$ cat config.mk
export PLATFORM = sky130hd
export DESIGN_NAME = pmwg_guard
export DESIGN_NICKNAME = d
export VERILOG_FILES = /design/src/pmwg_shadow_bank.sv /design/src/pmwg_guard.sv
export SDC_FILE = /design/constraint.sdc
export NUM_CORES = 1
export LEC_CHECK = 0
export BUFFER_PORTS_ARGS = -buffer_cell sky130_fd_sc_hd__buf_2
export CAP_MARGIN = 20
export CELL_PAD_IN_SITES_DETAIL_PLACEMENT = 1
export CELL_PAD_IN_SITES_GLOBAL_PLACEMENT = 2
export CORE_ASPECT_RATIO = 0.9
export CORE_UTILIZATION = 31
export DETAILED_ROUTE_END_ITERATION = 10
export GPL_TIMING_DRIVEN = 0
export PLACE_DENSITY = 0.81
export SETUP_SLACK_MARGIN = 0.2
export SLEW_MARGIN = 20
export SYNTH_ARGS = -nofsm -noshare
export SYNTH_HDL_FRONTEND = slang
export SYNTH_SLANG_ARGS = --single-unit
$ cat constraint.sdc
create_clock -name clk_i -period 3.72 [get_ports clk_i]
set_clock_uncertainty 0.2 [all_clocks]
set_input_delay 0.744 -clock clk_i [delete_from_list [all_inputs] [get_ports clk_i]]
set_output_delay 0.744 -clock clk_i [all_outputs]
set_load 0.05 [all_outputs]
$ cat src/pmwg_shadow_bank.sv
// Constants of the program memory write guard, and the configuration
// shadow bank that holds the live guard bits beside their complement.
// Assumes one clock, a synchronous active-high reset, and loads that come
// from the bus side of the guard on the same clock.
//
// Operation
// - Read guard active: refuse external reads and writes; execution reads still pass.
// - Write guard at 0: block every internal write and erase.
// - Segment active: any write or erase inside the segment is blocked.
// - Segment only adds protection; global guards still apply outside it.
// - Segment active only when disable bit is 0; otherwise segment bits ignored.
// - Eight-bit page field picks a 512-word page, always inside the segment.
// - Direction 0: protect address zero through end of selected page.
// - Direction 1: protect selected page through end of memory, ignoring last-page bit.
// - Bottom segment with last-page bit 0 also protects the final page.
// - Complement shadow of configuration kept and compared continuously.
// - Corrupted configuration bit flags parity error and issues device reset.
// - Configuration loaded from stored configuration words; read guard covers them. Here loaded by Wishbone writes to OFS_CFG; readback ignores read guard.

`timescale 1ns/1ps
`default_nettype none

package pmwg_pkg;

  // =========================================================================
  // Memory geometry
  localparam int unsigned ADDR_W    = 17;
  localparam int unsigned PAGE_W    = 8;
  localparam int unsigned PAGE_LSB  = 9;   // 512 words per page
  localparam logic [7:0]  LAST_PAGE = 8'hff;

  // =========================================================================
  // Configuration word layout
  localparam int unsigned CFG_W     = 13;
  localparam int unsigned FP_LSB    = 0;
  localparam int unsigned FP_MSB    = 7;
  localparam int unsigned DIR_BIT   = 8;
  localparam int unsigned LPG_BIT   = 9;
  localparam int unsigned DIS_BIT   = 10;
  localparam int unsigned WG_BIT    = 11;
  localparam int unsigned RG_BIT    = 12;
  localparam logic [12:0] CFG_RST   = 13'h0fff;  // Unprogrammed, read guard off

  // =========================================================================
  // Request kinds
  localparam logic [1:0]  KIND_READ  = 2'h0;
  localparam logic [1:0]  KIND_WRITE = 2'h1;
  localparam logic [1:0]  KIND_ERASE = 2'h2;

  // =========================================================================
  // Register map
  localparam int unsigned WB_ADR_W  = 8;
  localparam logic [7:0]  OFS_CFG    = 8'h00;
  localparam logic [7:0]  OFS_STATUS = 8'h04;
  localparam logic [7:0]  OFS_INJECT = 8'h08;
  localparam int unsigned ST_FAULT   = 0;
  localparam int unsigned ST_LDENY   = 1;
  localparam int unsigned ST_CNT_LSB = 8;
  localparam int unsigned ST_SEGACT  = 16;
  localparam logic [7:0]  CNT_MAX    = 8'hff;

  // =========================================================================
  // Segment decode: true when a page lies in the protected segment
  function automatic logic seg_hit(input logic [CFG_W-1:0] cfg, input logic [PAGE_W-1:0] page);
    logic [PAGE_W-1:0] sel;
    logic              hit;
    sel = cfg[FP_MSB:FP_LSB];
    hit = 1'b0;
    if (!cfg[DIS_BIT]) begin
      if (cfg[DIR_BIT]) begin
        hit = (page >= sel);
      end else begin
        hit = (page <= sel) || (!cfg[LPG_BIT] && (page == LAST_PAGE));
      end
    end
    return hit;
  endfunction

endpackage

module pmwg_shadow_bank (
  input  wire logic                     clk_i,
  input  wire logic                     rst_i,
  input  wire logic                     load_i,
  input  wire logic [pmwg_pkg::CFG_W-1:0] load_data_i,
  input  wire logic [pmwg_pkg::CFG_W-1:0] flip_i,
  output logic      [pmwg_pkg::CFG_W-1:0] cfg_o,
  output logic                          mismatch_o,
  output logic                          parity_err_o
);

  typedef struct packed {
    logic [pmwg_pkg::CFG_W-1:0] live;
    logic [pmwg_pkg::CFG_W-1:0] shadow;
    logic                       par;
    logic [pmwg_pkg::CFG_W-1:0] cfg;
    logic                       mis;
    logic                       perr;
  } pmwg_bank_s;

  pmwg_bank_s st_reg;
  pmwg_bank_s st_next;

  // =========================================================================
  // Next state: load, cell upsets, compare
  always_comb begin
    st_next = st_reg;
    if (load_i) begin
      st_next.live   = load_data_i;
      st_next.shadow = ~load_data_i;
      st_next.par    = ^load_data_i;
    end else begin
      st_next.live   = st_reg.live ^ flip_i;  // Cell upset hits live copy only
    end
    st_next.cfg  = st_reg.live;
    st_next.mis  = (st_reg.live != ~st_reg.shadow);
    st_next.perr = ((^st_reg.live) != st_reg.par);
  end

  // State register
  always_ff @(posedge clk_i) begin
    if (rst_i) begin
      st_reg <= '{live: pmwg_pkg::CFG_RST, shadow: ~pmwg_pkg::CFG_RST, par: ^pmwg_pkg::CFG_RST,
                  cfg: pmwg_pkg::CFG_RST, mis: 1'b0, perr: 1'b0};
    end else begin
      st_reg <= st_next;
    end
  end

  assign cfg_o        = st_reg.cfg;
  assign mismatch_o   = st_reg.mis;
  assign parity_err_o = st_reg.perr;

endmodule

`default_nettype wire

$ cat src/pmwg_guard.sv
// Program memory write guard: decides each read, write and erase request
// from the flash sequencer or the external programming port, and holds the
// guard configuration behind a classic Wishbone slave.
// Assumes requests on the same clock as the bus, one request per cycle at most.

`timescale 1ns/1ps
`default_nettype none

module pmwg_guard (
  input  wire logic                          clk_i,
  input  wire logic                          rst_i,
  // Wishbone slave
  input  wire logic                          wb_cyc_i,
  input  wire logic                          wb_stb_i,
  input  wire logic                          wb_we_i,
  input  wire logic [pmwg_pkg::WB_ADR_W-1:0] wb_adr_i,
  input  wire logic [3:0]                    wb_sel_i,
  input  wire logic [31:0]                   wb_dat_i,
  output logic      [31:0]                   wb_dat_o,
  output logic                               wb_ack_o,
  // Memory access requests
  input  wire logic                          req_valid_i,
  input  wire logic                          req_ext_i,
  input  wire logic [1:0]                    req_kind_i,
  input  wire logic [pmwg_pkg::ADDR_W-1:0]   req_addr_i,
  output logic                               req_grant_o,
  output logic                               req_deny_o,
  // Device reset on configuration fault
  output logic                               dev_reset_o
);

  typedef struct packed {
    logic        ack;
    logic [31:0] dat;
    logic        grant;
    logic        deny;
    logic        dev_reset;
    logic        fault_prev;
    logic        fault;
    logic        last_deny;
    logic [7:0]  deny_cnt;
    logic [pmwg_pkg::CFG_W-1:0] inject;
  } pmwg_guard_s;

  pmwg_guard_s st_reg;
  pmwg_guard_s st_next;

  logic [pmwg_pkg::CFG_W-1:0]  cfg_w;
  logic                        mis_w;
  logic                        perr_w;
  logic                        access_w;
  logic                        wr_fire_w;
  logic                        low_lanes_w;
  logic                        load_w;
  logic                        fault_now_w;
  logic [pmwg_pkg::PAGE_W-1:0] req_page_w;
  logic                        seg_act_w;

  // =========================================================================
  // Bus decode
  assign access_w    = wb_cyc_i & wb_stb_i;
  assign wr_fire_w   = access_w & wb_we_i & st_reg.ack;  // Write lands on the ack edge
  assign low_lanes_w = (wb_sel_i[1:0] == 2'h3);
  assign load_w      = wr_fire_w & low_lanes_w & (wb_adr_i == pmwg_pkg::OFS_CFG);
  assign fault_now_w = mis_w | perr_w;
  assign req_page_w  = req_addr_i[pmwg_pkg::ADDR_W-1:pmwg_pkg::PAGE_LSB];
  assign seg_act_w   = ~cfg_w[pmwg_pkg::DIS_BIT];

  // =========================================================================
  // Configuration image with complement shadow
  pmwg_shadow_bank u_bank (
    .clk_i        (clk_i),
    .rst_i        (rst_i),
    .load_i       (load_w),
    .load_data_i  (wb_dat_i[pmwg_pkg::CFG_W-1:0]),
    .flip_i       (st_reg.inject),
    .cfg_o        (cfg_w),
    .mismatch_o   (mis_w),
    .parity_err_o (perr_w)
  );

  // =========================================================================
  // Access decision for one request
  function automatic logic deny_of(input logic [pmwg_pkg::CFG_W-1:0]  cfg,
                                   input logic                        ext,
                                   input logic [1:0]                  kind,
                                   input logic [pmwg_pkg::PAGE_W-1:0] page);
    logic d;
    d = 1'b0;
    if (kind == pmwg_pkg::KIND_READ) begin
      d = ext & cfg[pmwg_pkg::RG_BIT];
    end else if ((kind == pmwg_pkg::KIND_WRITE) || (kind == pmwg_pkg::KIND_ERASE)) begin
      d = (ext & cfg[pmwg_pkg::RG_BIT])
        | (~ext & ~cfg[pmwg_pkg::WG_BIT])
        | pmwg_pkg::seg_hit(cfg, page);
    end else begin
      d = 1'b1;  // Unknown kind never granted
    end
    return d;
  endfunction

  // =========================================================================
  // Next state
  always_comb begin
    st_next = st_reg;
    // Single-cycle ack, dropped the cycle after it is given
    st_next.ack = access_w & ~st_reg.ack;
    st_next.dat = 32'h0;
    if (access_w & ~st_reg.ack & ~wb_we_i) begin
      unique case (wb_adr_i)
        pmwg_pkg::OFS_CFG:    st_next.dat = {19'h0, cfg_w};
        pmwg_pkg::OFS_STATUS: st_next.dat = {15'h0, seg_act_w, st_reg.deny_cnt, 6'h0,
                                             st_reg.last_deny, st_reg.fault};
        default:              st_next.dat = 32'h0;
      endcase
    end
    // Fault injection pulse toward the bank
    st_next.inject = '0;
    if (wr_fire_w & low_lanes_w & (wb_adr_i == pmwg_pkg::OFS_INJECT)) begin
      st_next.inject = wb_dat_i[pmwg_pkg::CFG_W-1:0];
    end
    // Request decision, blocked requests never granted
    st_next.grant = 1'b0;
    st_next.deny  = 1'b0;
    if (req_valid_i) begin
      st_next.deny      = deny_of(cfg_w, req_ext_i, req_kind_i, req_page_w);
      st_next.grant     = ~st_next.deny;
      st_next.last_deny = st_next.deny;
      if (st_next.deny && (st_reg.deny_cnt != pmwg_pkg::CNT_MAX)) begin
        st_next.deny_cnt = st_reg.deny_cnt + 8'h01;
      end
    end
    // Fault: reset pulse on each new fault, sticky flag with set winning
    st_next.fault_prev = fault_now_w;
    st_next.dev_reset  = fault_now_w & ~st_reg.fault_prev;
    if (wr_fire_w & wb_sel_i[0] & (wb_adr_i == pmwg_pkg::OFS_STATUS) & wb_dat_i[pmwg_pkg::ST_FAULT]) begin
      st_next.fault = 1'b0;
    end
    if (fault_now_w) begin
      st_next.fault = 1'b1;
    end
  end

  // State register
  always_ff @(posedge clk_i) begin
    if (rst_i) begin
      st_reg <= '0;
    end else begin
      st_reg <= st_next;
    end
  end

  // =========================================================================
  // Outputs
  assign wb_ack_o    = st_reg.ack;
  assign wb_dat_o    = st_reg.dat;
  assign req_grant_o = st_reg.grant;
  assign req_deny_o  = st_reg.deny;
  assign dev_reset_o = st_reg.dev_reset;
endmodule

`default_nettype wire

# Yosys cells after proc, flatten, opt, wreduce, memory -nomap -nowiden
# Index checks and enable logic that the tools add are counted.
[totals]
register_bits = 102
input_bits = 70
output_inout_bits = 36
word_cells = 84
[classes]
n_addsub = 1
n_lt_le_gt_ge = 2
n_eq_ne = 9
muxes = 12
n_bitwise = 30
reduce_logical = 14
[op_table]
columns = ["operator", "count"]
rows = [
  ["17-bit one-hot mux with 2 select lines", 1],
  ["13-bit NOT", 2],
  ["13-bit XOR reduction", 2],
  ["1-bit bitwise AND", 14],
  ["13-bit two-way mux", 1],
  ["13-bit != test", 1],
  ["13-bit XOR", 1],
  ["1-bit two-way mux", 10],
  ["1-bit NOT", 10],
  ["8-bit by 1-bit adder with 8-bit output (second input constant)", 1],
  ["8-bit by 3-bit equality test with 1-bit output (second input constant)", 1],
  ["8-bit by 4-bit equality test with 1-bit output (second input constant)", 1],
  ["8-bit equality test (second input constant)", 1],
  ["8-bit >= comparator", 1],
  ["8-bit <= comparator", 1],
  ["8-bit logical NOT", 1],
  ["8-bit != test (second input constant)", 1],
  ["2-bit OR reduction", 3],
  ["2-bit equality test (second input constant)", 2],
  ["1-bit bitwise OR", 3],
  ["2-bit by 1-bit equality test with 1-bit output (second input constant)", 1],
  ["1-bit logical AND", 2],
  ["2-bit logical NOT", 1],
  ["1-bit logical OR", 2],
  ["other kinds (4)", 4],
]

# Depth between registers and ports, before layout
[logic_depth]
ltp_word = 14
ltp_mapped = 11
ltp_nobuf = 10

# Hierarchy
# From an unflattened synthesis, not the netlist that was laid out.
[unflattened]
hier_cells = 405
area_unflattened_um2 = 4016.4
[modules_own_cells]
columns = ["module", "n_inst", "cells_each", "area_each_um2", "seq_area_each_um2"]
rows = [
  ["pmwg_guard", 1, 221, 2082.0, 900.9],
  ["pmwg_shadow_bank", 1, 184, 1934.4, 840.8],
]

# Least setup slack after synthesis
# Ideal clock, no wire load.
[synth_timing]
kind = "input -> register"
startpoint = "input req_addr_i[14] in the netlist's numbering"
endpoint = "register st_reg[20] in the netlist's numbering"
setup_ps = 73
arrival_time_ps = 2562
required_ps = 3447
path_slack_ps = 885
path_stages = 9
n_path_buf = 0
cell_sequence = "ha_1 a21oi_1 o21a_1 or4_1 o21a_1 a221o_1 and2_4 and4b_4 nor3_2"
[synth_between]
elab_chain_cells = 14
word_cells_on_any_way = 16
classes_between = "2 x order compare; 1 x eq/ne; 8 x mux; 1 x bitwise; 4 x reduce/logical"
[synth_rtl]
columns = ["item", "line", "rtl"]
rows = [
  ["start, declared", "pmwg_guard.sv:25", "input wire logic [pmwg_pkg::ADDR_W-1:0] req_addr_i,"],
  ["parallel branches: the longest is 3 deep, another holds 8-bit <= comparator", "--", ""],
  ["1-bit two-way mux *", "pmwg_shadow_bank.sv:70", "if (cfg[DIR_BIT]) begin"],
  ["1-bit two-way mux *", "pmwg_shadow_bank.sv:69", "if (!cfg[DIS_BIT]) begin"],
  ["1-bit two-way mux *", "pmwg_guard.sv:92", "end else if ((kind == pmwg_pkg::KIND_WRITE) || (kind == pmwg_pkg::KIND_ERASE)) begin"],
  ["1-bit two-way mux *", "pmwg_guard.sv:90", "if (kind == pmwg_pkg::KIND_READ) begin"],
  ["1-bit two-way mux *", "pmwg_guard.sv:125", "if (req_valid_i) begin"],
  ["1-bit bitwise OR *", "pmwg_guard.sv:95", "| pmwg_pkg::seg_hit(cfg, page);"],
  ["1-bit two-way mux *", "pmwg_guard.sv:92", ""],
  ["1-bit two-way mux *", "pmwg_guard.sv:90", ""],
  ["1-bit two-way mux *", "pmwg_guard.sv:125", ""],
  ["1-bit logical AND *", "pmwg_guard.sv:129", "if (st_next.deny && (st_reg.deny_cnt != pmwg_pkg::CNT_MAX)) begin"],
  ["2-bit AND reduction (no line) *", "--", ""],
  ["end signal, assigned", "pmwg_guard.sv:149", "st_reg <= st_next;"],
  ["end, declared", "pmwg_guard.sv:45", "pmwg_guard_s st_reg;"],
]
# Every way passes the cells marked *. The select of a mux whose other input is x is not followed.
# A chain may end at the register's enable or synchronous reset.

# Worst setup path after layout
[layout_timing]
startpoint = "input req_addr_i[14] in the netlist's numbering"
endpoint = "register st_reg[14] in the netlist's numbering"
# Same word-level chain as after synthesis.

==> summary.md <==
| Metric | Value |
|---|---|
| Status | `finished, final reports clean` |
| Placed instance area | `4410 sq um` |
| Inserted Clock Buffers | `9` |
| Ports | `106` |
| Min-delay src | `st_reg[23]` |
| Worst-Skew Late Latency | `0.34 ns` |
| Die area | `12,900 sq um` |
| Compound-Gate Fraction of Synth Area | `0.115` |
| Pleak | `2.09 nW` |
| DP HPWL | `7.02 mm` |
| Worst Path Arrival | `2.84 ns` |
| Top post-synthesis cells by area | `dfxtp_1 (45%), xnor2_1 (6.6%), buf_4 (6.2%)` |
| Fill count | `between 1,000 and 1,500` |
| Fin. max-slew vios | `0` |
| Final Core Density | `0.392` |
| Netlist Area Pre-Place | `just under 4000 sq um` |
| Layout area overhead | `22.7%` |
| Critical path's slowest cell | `or4_1` |
| Clk slew on worst S/H paths | `0.06 ns` |
| Initial antenna violation count | `0` |
| # resized after CTS | `0` |
| Flip-flop count of the largest register after layout | `24` |
| Slew HR | `0.394` |
| RR Startpoint | `u_bank.cfg_o[5]` |
| Crit path max-delay family | `compound AO/OA/AOI/OAI gates` |
| Clock Power Share | `0.467` |
| TritonCTS clock tree | `yes` |
| Final period util | `0.747` |
| PD cells | `435 nW/um^2` |
| Critical Path Start | `req_addr_i[14]` |
| Sequential power share | `0.456` |
| Post-Synth XOR/XNOR Area | `0.116` |
| Required @ worst endpoint | `3.78 ns` |
| Leading cell types in the layout, fill and taps excluded | `dfxtp_1 (87), buf_2 (60), nor2_1 (48), buf_4 (32), xnor2_1 (29)` |
| Layout Nets | `roughly 580` |
| Crit-path cells | `buf_2, ha_1, a21oi_1, o21a_1, or4_1, o21a_1, a221o_1, nand2_2, buf_6, o21ai_1, a21oi_1` |
| Design Area, Final | `4730 sq um` |
| Simple-Gate Fraction of Synth Area | `0.193` |
| Vias in the first global route | `3,103` |
| CTS sink cnt | `87` |
| Clock Tree Buf Depth | `2` |
| Final hold vios | `0` |
| Register area share after synthesis | `0.452` |
| Adder-Cell Fraction of Synth Area | `0.0324` |
| Initial DRC count | `56` |
| Sw Share | `0.230` |
| Port Buffer Count | `60` |
| Max Freq | `roughly 360 MHz` |
| Worst hold path class | `reg2reg` |
| Via density | `4.51` |
| Commonest non-fill, non-tap cell in the layout | `dfxtp_1` |
| Routed Antenna Nets | `0` |
| Time the worst path needs with I/O delays and setup | `2.78 ns` |
| Largest net degree at the start of global routing | `16` |
| Worst setup SP type | `primary input` |
| H-tree depth | `3` |
| First-pass GRT wire length | `15.1 mm` |
| Max incr delay on CP | `0.46 ns` |
| Die width | `120 microns` |
| Post-route setup TNS | `0 ns` |
| Max-Cap Viols | `0` |
| Grt total ovfl | `0` |
| Via count | `2,979` |
| Hold_ws | `0.189 ns` |
| Endpoints failing setup | `0` |
| Post-synthesis cell type count | `40` |
| Routed len/inst | `13.8 microns` |
| WP buf/inv | `2` |
| Initial Util | `0.319` |
| DRC viols | `0` |
| GRT Resource Usage Total | `0.151` |
| Hold buffers post-CTS | `0` |
| Maximum vdd drop | `291 uV` |
| CP endpoint kind | `flip-flop` |
| RSZ-0062 raised after global routing | `false` |
| Yosys top cell by area | `dfxtp_1` |
| Least-Margin Pin Slew | `0.897 ns` |
| YS warnings | `0` |
| Synthesized instance count | `410` |
| Detailed Route WL | `9.11 mm` |
| Main combinational cell family by area after synthesis | `simple AND/OR/NAND/NOR gates` |
| Initial DRT Pass Iterations | `4` |
| Post-CTS Setup Bufs | `0` |
| Internal Dissipation | `1.58 mW` |
| Antenna fix cells | `0` |
| Comb power frac | `0.077` |
| Seq cells post-synth | `87` |
| Crit path max fanout | `10` |
| Top-area cell type share of the netlist area | `0.452` |
| Root Buffer | `clkbuf_16` |
| Critical setup path kind | `in2reg` |
| Switching Power | `472 uW` |
| Final GP Congestion | `approximately 0.78` |
| Mux contribution to synthesized area | `0` |
| FP Rows | `38` |
| Syn Area/Cell | `9.41 sq um` |
| Core Region | `roughly 12,000 sq um` |
| Share of cells above drive strength 1 | `0.256` |
| Die Ht | `between 100 and 150 microns` |
-- Yosys cell counts --
master,count
dfxtp_1,87
nor2_1,48
buf_4,32
xnor2_1,29
and2_1,22
xor2_1,22
a21oi_1,15
clkbuf_1,15
a211oi_1,14
or2_2,13
inv_1,12
o21bai_1,12
nand2_1,11
ha_1,10
a22o_1,7
nand3b_1,5
nand4_1,5
or4_1,5
and3_1,4
nand3_1,4
nor3_1,4
nor4_1,4
o31ai_1,4
nor2b_1,3
nor3_2,3
o21a_1,3
nor4b_1,2
o21ai_1,2
or3_1,2
a211o_1,1
a21boi_0,1
a221o_1,1
a41oi_1,1
and2_4,1
and4b_4,1
buf_6,1
conb_1,1
nand2_2,1
o211ai_1,1
o21ai_0,1
-- final cells by class --
class	count	area (sq um)	share of cell area
buffer	48	308	0.0651
clock inverter	7	96.3	0.0204
inverter	12	45.0	0.00952
tap	160	200	0.0423
sequential	87	1740	0.368
multi-input combinational	277	1810	0.383
timing repair buffer	60	300	0.0635
clock buffer	9	225	0.0476
-- cell families (layout without fill, tap and decap cells) --
logic type,after synthesis,in the layout
compound gates,63,63
flops,87,87
simple gates,138,138
fa+ha+maj,10,10
buf+inv,60,136
other cells,1,15
xor+xnor,51,51
-- worst register-to-register path, cell delays in order (launching register included) --
cell and delay (ns):
dfxtp_1 0.33, inv_1 0.05, ha_1 0.28, a21oi_1 0.07, o21a_1 0.20, or4_1 0.46, o21a_1 0.14, a221o_1 0.33
nand2_2 0.11, buf_6 0.15, o21ai_1 0.07, a21oi_1 0.17
-- worst paths after layout --
kind,endpoint,slack [ns],depth (start not counted)
worst min register to register,dev_reset_o,0.19,1
worst max register to register,st_reg[14],1.09,11
worst min-delay path,dev_reset_o,0.19,1
worst max-delay path,st_reg[14],0.94,11
-- per-layer routing --
layer | part of all wire | global-route usage | vias to the layer above
met4 | 0.013 | 0.0464 | 0
met2 | 0.47 | 0.253 | 59
met3 | 0.038 | 0.0397 | 9
li1 | - | - | 1505
met5 | 0 | 0 | -
met1 | 0.48 | 0.189 | 1406
-- power by group through the flow --
stage               registers (mW)  clock network (mW)  logic (mW)
global placement             0.959                   0       0.155
finish                       0.938               0.960       0.158
CTS                          0.938               0.989       0.158
floorplan                    0.964                   0       0.103
global route                 0.938                1.03       0.171
detailed placement           0.959                   0       0.157
-- stage by stage --
stage / cells / power, mW / setup WS (ns)
5_1_grt: 660 / 2.14 / 0.789
3_3_place_gp: 644 / 1.11 / 0.649
2_1_floorplan: 424 / 1.07 / 0.885
4_1_cts: 660 / 2.09 / 0.958
3_5_place_dp: 644 / 1.12 / 0.601
6_report: 660 / 2.06 / 0.941
Note: power is estimated with default switching activity, not from simulation.
